`config.mk`:
```
export PLATFORM = sky130hd
export DESIGN_NAME = fcs_config_security
export DESIGN_NICKNAME = d
export VERILOG_FILES = /design/src/pkg/fcs_pkg.sv /design/src/verilog/fcs_sync.sv /design/src/verilog/fcs_dummy_lut.sv /design/src/verilog/fcs_config_security.sv
export VERILOG_INCLUDE_DIRS = /design/src /design/src/pkg
export SDC_FILE = /design/constraint.sdc
export NUM_CORES = 1
export LEC_CHECK = 0
export ABC_AREA = 1
export BUFFER_PORTS_ARGS = -buffer_cell sky130_fd_sc_hd__buf_2
export CORE_MARGIN = 10
export CORE_UTILIZATION = 55
export DETAILED_ROUTE_END_ITERATION = 8
export MAX_ROUTING_LAYER = met4
export PLACE_DENSITY_LB_ADDON = 0.3
export RECOVER_POWER = 100
export SYNTH_ARGS = -nofsm -noshare
export SYNTH_HDL_FRONTEND = slang
export SYNTH_SLANG_ARGS = --single-unit
```
`constraint.sdc`:
```
create_clock -name i_clock -period 2.3 [get_ports i_clock]
set_input_delay 0.23 -clock i_clock [delete_from_list [all_inputs] [get_ports i_clock]]
set_output_delay 0.23 -clock i_clock [all_outputs]
set_load 0.005 [all_outputs]
```
`src/pkg/fcs_consts.svh`:
```
// Constants for the flash setup and security register block.
`ifndef FCS_CONSTS_SVH
`define FCS_CONSTS_SVH

// Command codes; the values are arbitrary and set per product.
`define FCS_OP_ENTER_WIDE     8'hA1
`define FCS_OP_EXIT_WIDE      8'hA2
`define FCS_OP_READ_SETUP     8'hA3
`define FCS_OP_WRITE_STATUS   8'hA4
`define FCS_OP_READ_SECURITY  8'hA5
`define FCS_OP_WRITE_SECURITY 8'hA6

// Setup register field positions.
`define FCS_SETUP_DUMMY_HI    7
`define FCS_SETUP_DUMMY_LO    6
`define FCS_SETUP_WIDE_BIT    5
`define FCS_SETUP_PREAMBLE    4
`define FCS_SETUP_ORIGIN      3
`define FCS_SETUP_DRIVE_HI    2
`define FCS_SETUP_DRIVE_LO    0

// Security register field positions.
`define FCS_SEC_SCHEME        7
`define FCS_SEC_ERASE_FAIL    6
`define FCS_SEC_PROG_FAIL     5
`define FCS_SEC_RESERVED      4
`define FCS_SEC_ERASE_PAUSED  3
`define FCS_SEC_PROG_PAUSED   2
`define FCS_SEC_USER_LOCK     1
`define FCS_SEC_FACTORY_LOCK  0

// Reset values.
`define FCS_DUMMY_RESET       2'h0
`define FCS_DRIVE_RESET       3'h7
`define FCS_SETUP_RESET       8'h07

// Dummy clocks per code 00/01/10/11 for each read family.
`define FCS_DC_FAST_0         4'h8
`define FCS_DC_FAST_1         4'h6
`define FCS_DC_FAST_2         4'h8
`define FCS_DC_FAST_3         4'hA
`define FCS_DC_DUALIO_0       4'h4
`define FCS_DC_DUALIO_1       4'h6
`define FCS_DC_DUALIO_2       4'h8
`define FCS_DC_DUALIO_3       4'hA
`define FCS_DC_QUADIO_0       4'h6
`define FCS_DC_QUADIO_1       4'h4
`define FCS_DC_QUADIO_2       4'h8
`define FCS_DC_QUADIO_3       4'hA

`endif

```
`src/pkg/fcs_pkg.sv`:
```
// Types shared by the flash setup and security register block.
package fcs_pkg;

    // Setup register layout, most significant field first.
    typedef struct packed {
        logic [1:0] dummy_select;
        logic       wide_address_flag;
        logic       preamble_enable;
        logic       protection_origin;
        logic [2:0] drive_strength_select;
    } fcs_setup_t;

    // Completion and suspend events from the program and erase engines.
    typedef struct packed {
        logic erase_end;
        logic erase_failed;
        logic program_end;
        logic program_failed;
        logic erase_suspend;
        logic erase_resume;
        logic program_suspend;
        logic program_resume;
    } fcs_event_t;

    // Non-volatile bits as held by the storage outside this block.
    typedef struct packed {
        logic protect_scheme_select;
        logic protection_origin;
        logic user_otp_lock;
        logic factory_lock;
    } fcs_nv_t;

    // Dummy clock counts per read family.
    typedef struct packed {
        logic [3:0] fast_read;
        logic [3:0] dual_io_read;
        logic [3:0] quad_io_read;
    } fcs_dummy_t;

    // Serial command decoder states.
    typedef enum logic [2:0] {
        FCS_ST_COMMAND   = 3'b000,
        FCS_ST_STATUS    = 3'b001,
        FCS_ST_SETUP     = 3'b010,
        FCS_ST_READ      = 3'b011,
        FCS_ST_IGNORE    = 3'b100
    } fcs_state_t;

endpackage

```
`src/verilog/fcs_sync.sv`:
```
// Two-flop synchroniser for pin inputs.
`timescale 1ns/10ps
`default_nettype none
module fcs_sync #(
    parameter int WIDTH = 1,
    parameter logic [WIDTH-1:0] INIT = '0
) (
    // Clock and reset.
    input  wire logic             i_clock,
    input  wire logic             i_reset,
    // Asynchronous level in, synchronised level out.
    input  wire logic [WIDTH-1:0] i_async,
    output logic      [WIDTH-1:0] o_sync
);
    logic [WIDTH-1:0] meta_reg;
    logic [WIDTH-1:0] meta_next;
    logic [WIDTH-1:0] sync_next;

    // The first stage feeds only the second stage.
    always_comb begin
        meta_next = i_async;
        sync_next = meta_reg;
    end

    always_ff @(posedge i_clock) begin
        if (i_reset) begin
            meta_reg <= INIT;
            o_sync   <= INIT;
        end else begin
            meta_reg <= meta_next;
            o_sync   <= sync_next;
        end
    end
endmodule
`default_nettype wire

```
`src/verilog/fcs_dummy_lut.sv`:
```
// Dummy clock count lookup for the three read families.
`timescale 1ns/10ps
`default_nettype none
`include "fcs_consts.svh"
module fcs_dummy_lut (
    // Dummy select code from the setup register.
    input  wire logic [1:0]         i_dummy_select,
    // Counts for each read family.
    output fcs_pkg::fcs_dummy_t     o_dummy
);
    import fcs_pkg::*;

    // Family 0 is fast read, 1 dual I/O and 2 quad I/O.
    function automatic logic [3:0] dummy_count(input logic [1:0] family, input logic [1:0] code);
        logic [3:0] count;
        count = `FCS_DC_FAST_0;
        case ({family, code})
            4'h0:    count = `FCS_DC_FAST_0;
            4'h1:    count = `FCS_DC_FAST_1;
            4'h2:    count = `FCS_DC_FAST_2;
            4'h3:    count = `FCS_DC_FAST_3;
            4'h4:    count = `FCS_DC_DUALIO_0;
            4'h5:    count = `FCS_DC_DUALIO_1;
            4'h6:    count = `FCS_DC_DUALIO_2;
            4'h7:    count = `FCS_DC_DUALIO_3;
            4'h8:    count = `FCS_DC_QUADIO_0;
            4'h9:    count = `FCS_DC_QUADIO_1;
            4'hA:    count = `FCS_DC_QUADIO_2;
            4'hB:    count = `FCS_DC_QUADIO_3;
            default: count = `FCS_DC_FAST_0;
        endcase
        return count;
    endfunction

    // Each family looks up the same code in its own column.
    always_comb begin
        o_dummy.fast_read    = dummy_count(2'h0, i_dummy_select);
        o_dummy.dual_io_read = dummy_count(2'h1, i_dummy_select);
        o_dummy.quad_io_read = dummy_count(2'h2, i_dummy_select);
    end
endmodule
`default_nettype wire

```
`src/verilog/fcs_config_security.sv`:
```
// Setup and security registers of a serial flash, reached over the serial pins.
//
// What this block does
// Enter-wide command sets wide address flag.
// Wide address flag is zero after reset.
// Exit-wide command or power loss clears flag.
// Setup register layout; protection origin is OTP.
// Dummy clocks follow select code and read family.
// Erase failure or protected erase sets erase fail.
// Next successful erase clears erase fail.
// Fail flags never stop running operations.
// Program failure or protected program sets fail.
// Next successful program clears program fail.
// Program fail reads zero after reset.
// Erase suspend sets, resume clears erase paused.
// Erase paused reads zero after reset.
// Program suspend sets, resume clears program paused.
// Program paused reads zero after reset.
// Bit zero reports factory lock of OTP.
// Write-security command sets the OTP user lock.
// User lock freezes itself and OTP area.
// Secured OTP mode blocks main array access.
// Only write-status changes drive, preamble, origin.
// Preamble enable is zero after reset.
// Drive strength resets to strongest, passed through.
// Security bit four reads zero, ignores writes.
`timescale 1ns/10ps
`default_nettype none
`include "fcs_consts.svh"
module fcs_config_security (
    // Clock and reset.
    input  wire logic                i_clock,
    input  wire logic                i_reset,
    // Serial pins from the host, mode 0, single line.
    input  wire logic                i_sclk,
    input  wire logic                i_cs_n,
    input  wire logic                i_si,
    output logic                     o_so,
    output logic                     o_so_oe,
    // Device state from the rest of the flash, same clock.
    input  wire logic                i_write_enable_latch,
    input  wire logic                i_secured_otp_mode,
    input  wire fcs_pkg::fcs_event_t i_events,
    input  wire fcs_pkg::fcs_nv_t    i_nv,
    // Settings and state towards the rest of the flash.
    output fcs_pkg::fcs_setup_t      o_setup,
    output fcs_pkg::fcs_dummy_t      o_dummy,
    output logic                     o_array_access_block,
    output logic                     o_otp_area_writable,
    output logic [7:0]               o_security
);
    import fcs_pkg::*;

    // Synchronised pins and the previous serial clock value.
    logic [2:0]   pins_sync;
    logic         sclk_s;
    logic         cs_n_s;
    logic         si_s;
    logic         sclk_prev_reg;
    logic         sclk_rise;
    logic         sclk_fall;

    // Serial decoder state.
    fcs_state_t   state_reg;
    fcs_state_t   state_next;
    logic [2:0]   bit_count_reg;
    logic [2:0]   bit_count_next;
    logic [7:0]   rx_reg;
    logic [7:0]   rx_next;
    logic [7:0]   tx_reg;
    logic [7:0]   tx_next;
    logic         so_next;
    logic         so_oe_next;
    logic         byte_done;
    logic [7:0]   rx_byte;

    // Register contents.
    fcs_setup_t   setup_next;
    logic         nv_loaded_reg;
    logic         nv_loaded_next;
    logic         scheme_reg;
    logic         scheme_next;
    logic         factory_lock_reg;
    logic         factory_lock_next;
    logic         user_lock_reg;
    logic         user_lock_next;
    logic         erase_fail_reg;
    logic         erase_fail_next;
    logic         prog_fail_reg;
    logic         prog_fail_next;
    logic         erase_paused_reg;
    logic         erase_paused_next;
    logic         prog_paused_reg;
    logic         prog_paused_next;
    logic [7:0]   security_byte;
    fcs_dummy_t   dummy_lookup;
    logic         block_next;
    logic         otp_writable_next;

    // Every pin crosses two flops before any logic reads it.
    fcs_sync #(
        .WIDTH (3),
        .INIT  (3'h2)
    ) u_pin_sync (
        .i_clock (i_clock),
        .i_reset (i_reset),
        .i_async ({i_sclk, i_cs_n, i_si}),
        .o_sync  (pins_sync)
    );

    assign sclk_s    = pins_sync[2];
    assign cs_n_s    = pins_sync[1];
    assign si_s      = pins_sync[0];
    assign sclk_rise = sclk_s & ~sclk_prev_reg & ~cs_n_s;
    assign sclk_fall = ~sclk_s & sclk_prev_reg & ~cs_n_s;
    assign rx_byte   = {rx_reg[6:0], si_s};
    assign byte_done = sclk_rise & (bit_count_reg == 3'h7);

    // Security register image; the reserved bit is tied low.
    always_comb begin
        security_byte                         = 8'h00;
        security_byte[`FCS_SEC_SCHEME]        = scheme_reg;
        security_byte[`FCS_SEC_ERASE_FAIL]    = erase_fail_reg;
        security_byte[`FCS_SEC_PROG_FAIL]     = prog_fail_reg;
        security_byte[`FCS_SEC_RESERVED]      = 1'b0;
        security_byte[`FCS_SEC_ERASE_PAUSED]  = erase_paused_reg;
        security_byte[`FCS_SEC_PROG_PAUSED]   = prog_paused_reg;
        security_byte[`FCS_SEC_USER_LOCK]     = user_lock_reg;
        security_byte[`FCS_SEC_FACTORY_LOCK]  = factory_lock_reg;
    end

    // Serial decoder and setup register. Bytes are taken on the rising
    // edge of the serial clock and answers shifted on the falling edge.
    // Raising chip select abandons any command part way through.
    always_comb begin
        state_next     = state_reg;
        bit_count_next = bit_count_reg;
        rx_next        = rx_reg;
        tx_next        = tx_reg;
        so_next        = o_so;
        so_oe_next     = o_so_oe;
        setup_next     = o_setup;
        user_lock_next = user_lock_reg;
        if (cs_n_s) begin
            state_next     = FCS_ST_COMMAND;
            bit_count_next = 3'h0;
            so_oe_next     = 1'b0;
        end else begin
            if (sclk_rise) begin
                rx_next        = rx_byte;
                bit_count_next = bit_count_reg + 3'h1;
            end
            if (sclk_fall && state_reg == FCS_ST_READ) begin
                // The byte repeats for as long as the host keeps clocking.
                so_next    = tx_reg[7];
                so_oe_next = 1'b1;
                tx_next    = {tx_reg[6:0], tx_reg[7]};
            end
            if (byte_done) begin
                case (state_reg)
                    FCS_ST_COMMAND: begin
                        state_next = FCS_ST_IGNORE;
                        case (rx_byte)
                            `FCS_OP_ENTER_WIDE: begin
                                setup_next.wide_address_flag = 1'b1;
                            end
                            `FCS_OP_EXIT_WIDE: begin
                                setup_next.wide_address_flag = 1'b0;
                            end
                            `FCS_OP_READ_SETUP: begin
                                state_next = FCS_ST_READ;
                                tx_next    = o_setup;
                            end
                            `FCS_OP_READ_SECURITY: begin
                                state_next = FCS_ST_READ;
                                tx_next    = security_byte;
                            end
                            `FCS_OP_WRITE_STATUS: begin
                                if (i_write_enable_latch) begin
                                    state_next = FCS_ST_STATUS;
                                end
                            end
                            `FCS_OP_WRITE_SECURITY: begin
                                // A locked bit stays locked; writing it again changes nothing.
                                if (i_write_enable_latch) begin
                                    user_lock_next = 1'b1;
                                end
                            end
                            default: begin
                                state_next = FCS_ST_IGNORE;
                            end
                        endcase
                    end
                    FCS_ST_STATUS: begin
                        // The first data byte belongs to the status register outside.
                        state_next = FCS_ST_SETUP;
                    end
                    FCS_ST_SETUP: begin
                        state_next = FCS_ST_IGNORE;
                        setup_next.dummy_select = rx_byte[`FCS_SETUP_DUMMY_HI:`FCS_SETUP_DUMMY_LO];
                        setup_next.preamble_enable = rx_byte[`FCS_SETUP_PREAMBLE];
                        setup_next.drive_strength_select =
                            rx_byte[`FCS_SETUP_DRIVE_HI:`FCS_SETUP_DRIVE_LO];
                        // The origin bit is one-time programmable: it can only be set.
                        setup_next.protection_origin =
                            o_setup.protection_origin | rx_byte[`FCS_SETUP_ORIGIN];
                    end
                    FCS_ST_READ: begin
                        state_next = FCS_ST_READ;
                    end
                    FCS_ST_IGNORE: begin
                        state_next = FCS_ST_IGNORE;
                    end
                    default: begin
                        state_next = FCS_ST_IGNORE;
                    end
                endcase
            end
        end
        // The origin bit and the user lock come from storage on the first cycle after reset.
        if (!nv_loaded_reg) begin
            setup_next.protection_origin = i_nv.protection_origin;
            user_lock_next               = i_nv.user_otp_lock;
        end
    end

    always_ff @(posedge i_clock) begin
        if (i_reset) begin
            sclk_prev_reg  <= 1'b0;
            state_reg      <= FCS_ST_COMMAND;
            bit_count_reg  <= 3'h0;
            rx_reg         <= 8'h00;
            tx_reg         <= 8'h00;
            o_so           <= 1'b0;
            o_so_oe        <= 1'b0;
            o_setup        <= `FCS_SETUP_RESET;
            user_lock_reg  <= 1'b0;
        end else begin
            sclk_prev_reg  <= sclk_s;
            state_reg      <= state_next;
            bit_count_reg  <= bit_count_next;
            rx_reg         <= rx_next;
            tx_reg         <= tx_next;
            o_so           <= so_next;
            o_so_oe        <= so_oe_next;
            o_setup        <= setup_next;
            user_lock_reg  <= user_lock_next;
        end
    end

    // Security flags driven by the engines. A set in the same cycle as a
    // clear wins. The flags are reports only: nothing here feeds back to
    // the engines, so a failure never stops a running operation.
    always_comb begin
        nv_loaded_next    = 1'b1;
        scheme_next       = i_nv.protect_scheme_select;
        factory_lock_next = i_nv.factory_lock;
        erase_fail_next   = erase_fail_reg;
        prog_fail_next    = prog_fail_reg;
        erase_paused_next = erase_paused_reg;
        prog_paused_next  = prog_paused_reg;
        if (i_events.erase_end) begin
            erase_fail_next = i_events.erase_failed;
        end
        if (i_events.program_end) begin
            prog_fail_next = i_events.program_failed;
        end
        if (i_events.erase_suspend) begin
            erase_paused_next = 1'b1;
        end else if (i_events.erase_resume) begin
            erase_paused_next = 1'b0;
        end
        if (i_events.program_suspend) begin
            prog_paused_next = 1'b1;
        end else if (i_events.program_resume) begin
            prog_paused_next = 1'b0;
        end
    end

    always_ff @(posedge i_clock) begin
        if (i_reset) begin
            nv_loaded_reg    <= 1'b0;
            scheme_reg       <= 1'b0;
            factory_lock_reg <= 1'b0;
            erase_fail_reg   <= 1'b0;
            prog_fail_reg    <= 1'b0;
            erase_paused_reg <= 1'b0;
            prog_paused_reg  <= 1'b0;
        end else begin
            nv_loaded_reg    <= nv_loaded_next;
            scheme_reg       <= scheme_next;
            factory_lock_reg <= factory_lock_next;
            erase_fail_reg   <= erase_fail_next;
            prog_fail_reg    <= prog_fail_next;
            erase_paused_reg <= erase_paused_next;
            prog_paused_reg  <= prog_paused_next;
        end
    end

    // Dummy counts follow the setup register one cycle later.
    fcs_dummy_lut u_dummy_lut (
        .i_dummy_select (o_setup.dummy_select),
        .o_dummy        (dummy_lookup)
    );

    // Registered outputs towards the array and read paths.
    always_comb begin
        block_next        = i_secured_otp_mode;
        otp_writable_next = ~user_lock_reg;
    end

    always_ff @(posedge i_clock) begin
        if (i_reset) begin
            o_dummy              <= {`FCS_DC_FAST_0, `FCS_DC_DUALIO_0, `FCS_DC_QUADIO_0};
            o_array_access_block <= 1'b0;
            o_otp_area_writable  <= 1'b0;
            o_security           <= 8'h00;
        end else begin
            o_dummy              <= dummy_lookup;
            o_array_access_block <= block_next;
            o_otp_area_writable  <= otp_writable_next;
            o_security           <= security_byte;
        end
    end
endmodule
`default_nettype wire

```
-- Word level (Yosys, flattened, before mapping)
Cells that the tools add are included.
- add/sub/neg operators: 1
- eq/ne operators: 19
- mux-type cells: 26
- bitwise logic cells: 10
- reduce and logical (&&, ||, !) cells: 15
- operators with widths (kind ; number):
    equality test 8 bit (second input constant) ; 6
    case mux 4 bit (4 select lines) ; 2
    two-way mux 8 bit ; 3
    case mux 8 bit (2 select lines) ; 1
    two-way mux 1 bit ; 12
    two-way mux 4 bit ; 3
    case mux 4 bit (3 select lines) ; 1
    case mux 3 bit (3 select lines) ; 1
    equality test 3 x 2 -> 1 bit (second input constant) ; 2
    inequality test 2 x 1 -> 1 bit (second input constant) ; 3
    inequality test 2 bit (second input constant) ; 3
    case mux 3 bit (2 select lines) ; 1
    AND reduction 3 bit ; 2
    nonzero test 2 bit ; 3
    OR reduction 2 bit ; 3
    AND 1 bit ; 5
    AND reduction 5 bit ; 1
    equality test 2 bit (second input constant) ; 2
    NOT 1 bit ; 4
    AND reduction 2 bit ; 2
    AND reduction 4 bit ; 1
    adder 3 x 1 -> 3 bit (second input constant) ; 1
    equality test 3 x 1 -> 1 bit (second input constant) ; 1
    equality test 3 bit (second input constant) ; 1
    other kinds (7) ; 7
- bits in registers: 68
- input port bits: 19
- output and inout port bits: 32

-- Logic depth before layout (Yosys ltp)
- word-level depth: 8
- gate-level depth with buffers: 10
- mapped depth without buffers: 10

-- Hierarchy
From an unflattened synthesis, not the netlist that was laid out.
- cells, all modules: 355
- area, all modules: 2683.8 µm²
- by module, submodules not included (module ; times used ; cells each ; area an instance (µm²)):
    fcs_config_security ; 1 ; 317 ; 2384.8
    fcs_sync ; 1 ; 19 ; 168.9
    fcs_dummy_lut ; 1 ; 19 ; 130.1

-- Worst setup path after synthesis
No wires, ideal clock.
- path kind: register to register
- start: register bit_count_reg[0]
- end: register o_setup[1] (netlist name)
- library setup time: 0.137 ns
- arrival time: 1.242 ns
- setup slack: 0.921 ns
- stages on the path, launching flop included: 8
- period minus slack after synthesis: 1.379 ns
- path through: dfxtp_1 ha_1 ha_1 nand3_4 nor2_2 inv_1 nand2_1 o211ai_1
- longest elaborated chain between the ends: 3
- ends and longest elaborated chain (item ; RTL line ; text):
    start: declaration ; fcs_config_security.sv:66 ; logic [2:0] bit_count_reg;
    start signal: assignment ; fcs_config_security.sv:241 ; bit_count_reg <= bit_count_next;
    equality test 3 bit ; fcs_config_security.sv:117 ; assign byte_done = sclk_rise & (bit_count_reg == 3'h7);
    AND 1 bit ; fcs_config_security.sv:117 ;
    AND reduction 3 bit (no source line) ; n/a ;
    end signal: assignment ; fcs_config_security.sv:236 ; o_setup <= `FCS_SETUP_RESET;
    end signal: assignment ; fcs_config_security.sv:246 ; o_setup <= setup_next;
    end: declaration ; fcs_config_security.sv:46 ; output fcs_pkg::fcs_setup_t o_setup,
No other way between the ends.
A chain may end at the register's enable or synchronous reset.

-- Worst setup path in the final report
Ends and elaborated chain as after synthesis.

==> impl_metrics.tcl <==
set metrics [dict create \
    drv_slew 0 \
    num_vias 2172 \
    htreeDepth 3 \
    max_freq_mhz 563.6 \
    start_util_pct 57.23 \
    fin_nets 402 \
    register_area_sq_um 1241 \
    synth_edf_count 0 \
    max-vdd-ir-drop_mv 0.5799 \
    drt_iter0_drc 123 \
    p_comb_share_pct 4.4 \
    io_pins 51 \
    cts_sinks 62 \
    ant_nets 0 \
    max_slew_margin_pct 7.243 \
    dp_hpwl_um 4165 \
    gp_congestion 0.9075 \
    crit_type "flip-flop to flip-flop" \
    cts_made_buffers 9 \
    synth_area_sq_um 2526 \
    clk_path_buf_depth 2 \
    swShare_pct 21.70 \
    postSynthAreaPerCell_sq_um 7.655 \
    final_util_pct 65.59 \
    holdCritPathClass "primary input to flip-flop" \
    layout-drive-gt1-share_pct 13.68 \
    insertion_delay_ps 330 \
    grt_start_max_net_pins 35 \
    intPower_mw 1.602 \
    powerDensity_nw_per_um2 706.6 \
    antenna_found_initial 0 \
    drc 0 \
    p_switching_mw 0.4440 \
    fp.dieH_um 87.77 \
    multi_input_area_sq_um 1061 \
    viasPerCell 5.028 \
    wl_per_cell_um 12.92 \
    diodes 0 \
    setup_slack_ps 525.6 \
    synth_top_cells_by_area "dfxtp_1 (49%), nand2_1 (9.8%), nor2_1 (7.3%)" \
    maxCapViolCount 0 \
    synth_cell_types 26 \
    cp-start-kind "flip-flop" \
    dpl_worst_slack_ps 612.7 \
    cts_resized 0 \
    cts_hold_buffers 0 \
    overflow 0 \
    groute.usage.overall_pct 15.91 \
    status "completed" \
    finalSetupViolations 0 \
    cts_tree "done" \
    synth_cells 330 \
    synth_ff_type "dfxtp_1" \
    fill_cells 398 \
    cts_setup_buffers 0 \
    dr.pass1.iters 4 \
    syn_to_final_growth_pct 14.61 \
    pwr-share-seq_pct 54.6 \
    yosys_warnings 0 \
    synth_largest_area_cell "dfxtp_1" \
    chipWidth_um 87.77 \
    p_clk_share_pct 41.0 \
    core_area_sq_um 4414 \
    ys_seq_elements 62 \
    clk_pin_slew_ps 60 \
    worstPathRequired_ps 2490 \
    port_buffers 46 \
    final-hold-violation-count 0 \
    async_flop_share_pct 0 \
    dieArea_sq_um 7704 \
    drt-total-wl_um 5583 \
    worstMarginPinSlew_ps 1391 \
    grt_pass1_vias 1970 \
    ys_seq_area_share_pct 49.13 \
    grt_pass1_wl_um 9294 \
    worstSetupEndpointType "flip-flop" \
    num_rows 24 \
    period_minus_slack_ps 1774 \
    cp_max_fo 10 \
    arrival_ps 1960 \
    fin_setup_tns_ps 0 \
    synth_top_area_share_pct 49.13 \
    cts_root_buf "clkbuf_8" \
    fin_crit_sh_pct 77.15 \
    p_leak_nw 1.306 \
    rsz0062_at_grt "false" \
    fin_skew_ps 5.711 \
]
final cells by class:
| cell class | count | area share, % |
|---|---|---|
| Timing Repair Buffer | 47 | 7.174 |
| Clock buffer | 13 | 5.834 |
| Tap cell | 52 | 2.247 |
| Multi-Input combinational cell | 218 | 36.65 |
| Inverter | 39 | 5.056 |
| Sequential cell | 62 | 42.87 |
| Clock inverter | 1 | 0.1729 |
through the flow:
stage	cell area [sq um]	std cells	hold slack [ps]	total power [mW]
detailed placement	2756	418	395.2	1.233
CTS	2930	432	68.70	2.061
global placement	2756	418	392.5	1.231
global route	2895	432	74.22	2.116
finish	2895	432	75.70	2.046
floorplan	2537	333	330.9	1.198
cell families after synthesis:
kind of cell             after synthesis  share of synthesized area (%)
flip-flops                            62                          49.13
AO/OA/AOI/OAI                         52                          10.85
buffers and inverters                 53                          9.113
adder cells (fa/ha/maj)                6                          2.972
AND/OR/NAND/NOR                      156                          27.79
other                                  1                         0.1484
cells in the final DEF, fill, tap and decap left out, types with 6 or more instances in the layout:
cell / count
ha_1: 6
o21ai_0: 21
inv_1: 36
dfxtp_1: 62
nor2_1: 51
buf_2: 25
clkbuf_1: 23
nand3_1: 24
a21oi_1: 25
clkbuf_8: 12
nand2_1: 66
metal layers:
layer | GRT usage, % | vias up | wire length, um
met3 | 3.435 | 10 | 373
met1 | 17.78 | 980 | 2367
met4 | 9.565 | 0 | 132
li1 | - | 1125 | -
met5 | - | - | 0
met2 | 25.46 | 57 | 2710
critical path, stage by stage, from the launching register on:
cell      delay (ps)
dfxtp_1          350
ha_1             170
ha_1             190
nand3_4          120
nor2_1           450
inv_1            170
nand2_1          100
o211ai_1          70
power by group through the flow:
stage | Sequential [mW] | Combinational [mW] | Clock [mW]
floorplan | 1.14 | 0.0605 | 0
global placement | 1.14 | 0.0902 | 0
detailed placement | 1.14 | 0.0922 | 0
CTS | 1.12 | 0.0933 | 0.851
global route | 1.12 | 0.104 | 0.892
finish | 1.12 | 0.0894 | 0.839
cell usage after synthesis (4+ instances only):
cell      instances
nand2_1          66
dfxtp_1          62
nor2_1           49
inv_1            35
a21oi_1          25
nand3_1          24
o21ai_0          21
buf_4             6
clkbuf_1          6
ha_1              6
inv_2             4
final timing paths:
path	startpoint	endpoint	slack (ps)	cells after the start
hold reg to reg	u_pin_sync.meta_reg[0]$_SDFF_PP0_	u_pin_sync.o_sync[0]$_SDFF_PP0_	400	2
setup reg to reg	bit_count_reg[0]$_SDFFE_PP0P_	o_setup[1]$_SDFFE_PP1P_	530	7
hold / removal	i_cs_n	u_pin_sync.meta_reg[1]$_SDFF_PP1_	80	2
setup / recovery	bit_count_reg[0]$_SDFFE_PP0P_	o_setup[1]$_SDFFE_PP1P_	530	7
(Power assumes the default switching activity.)
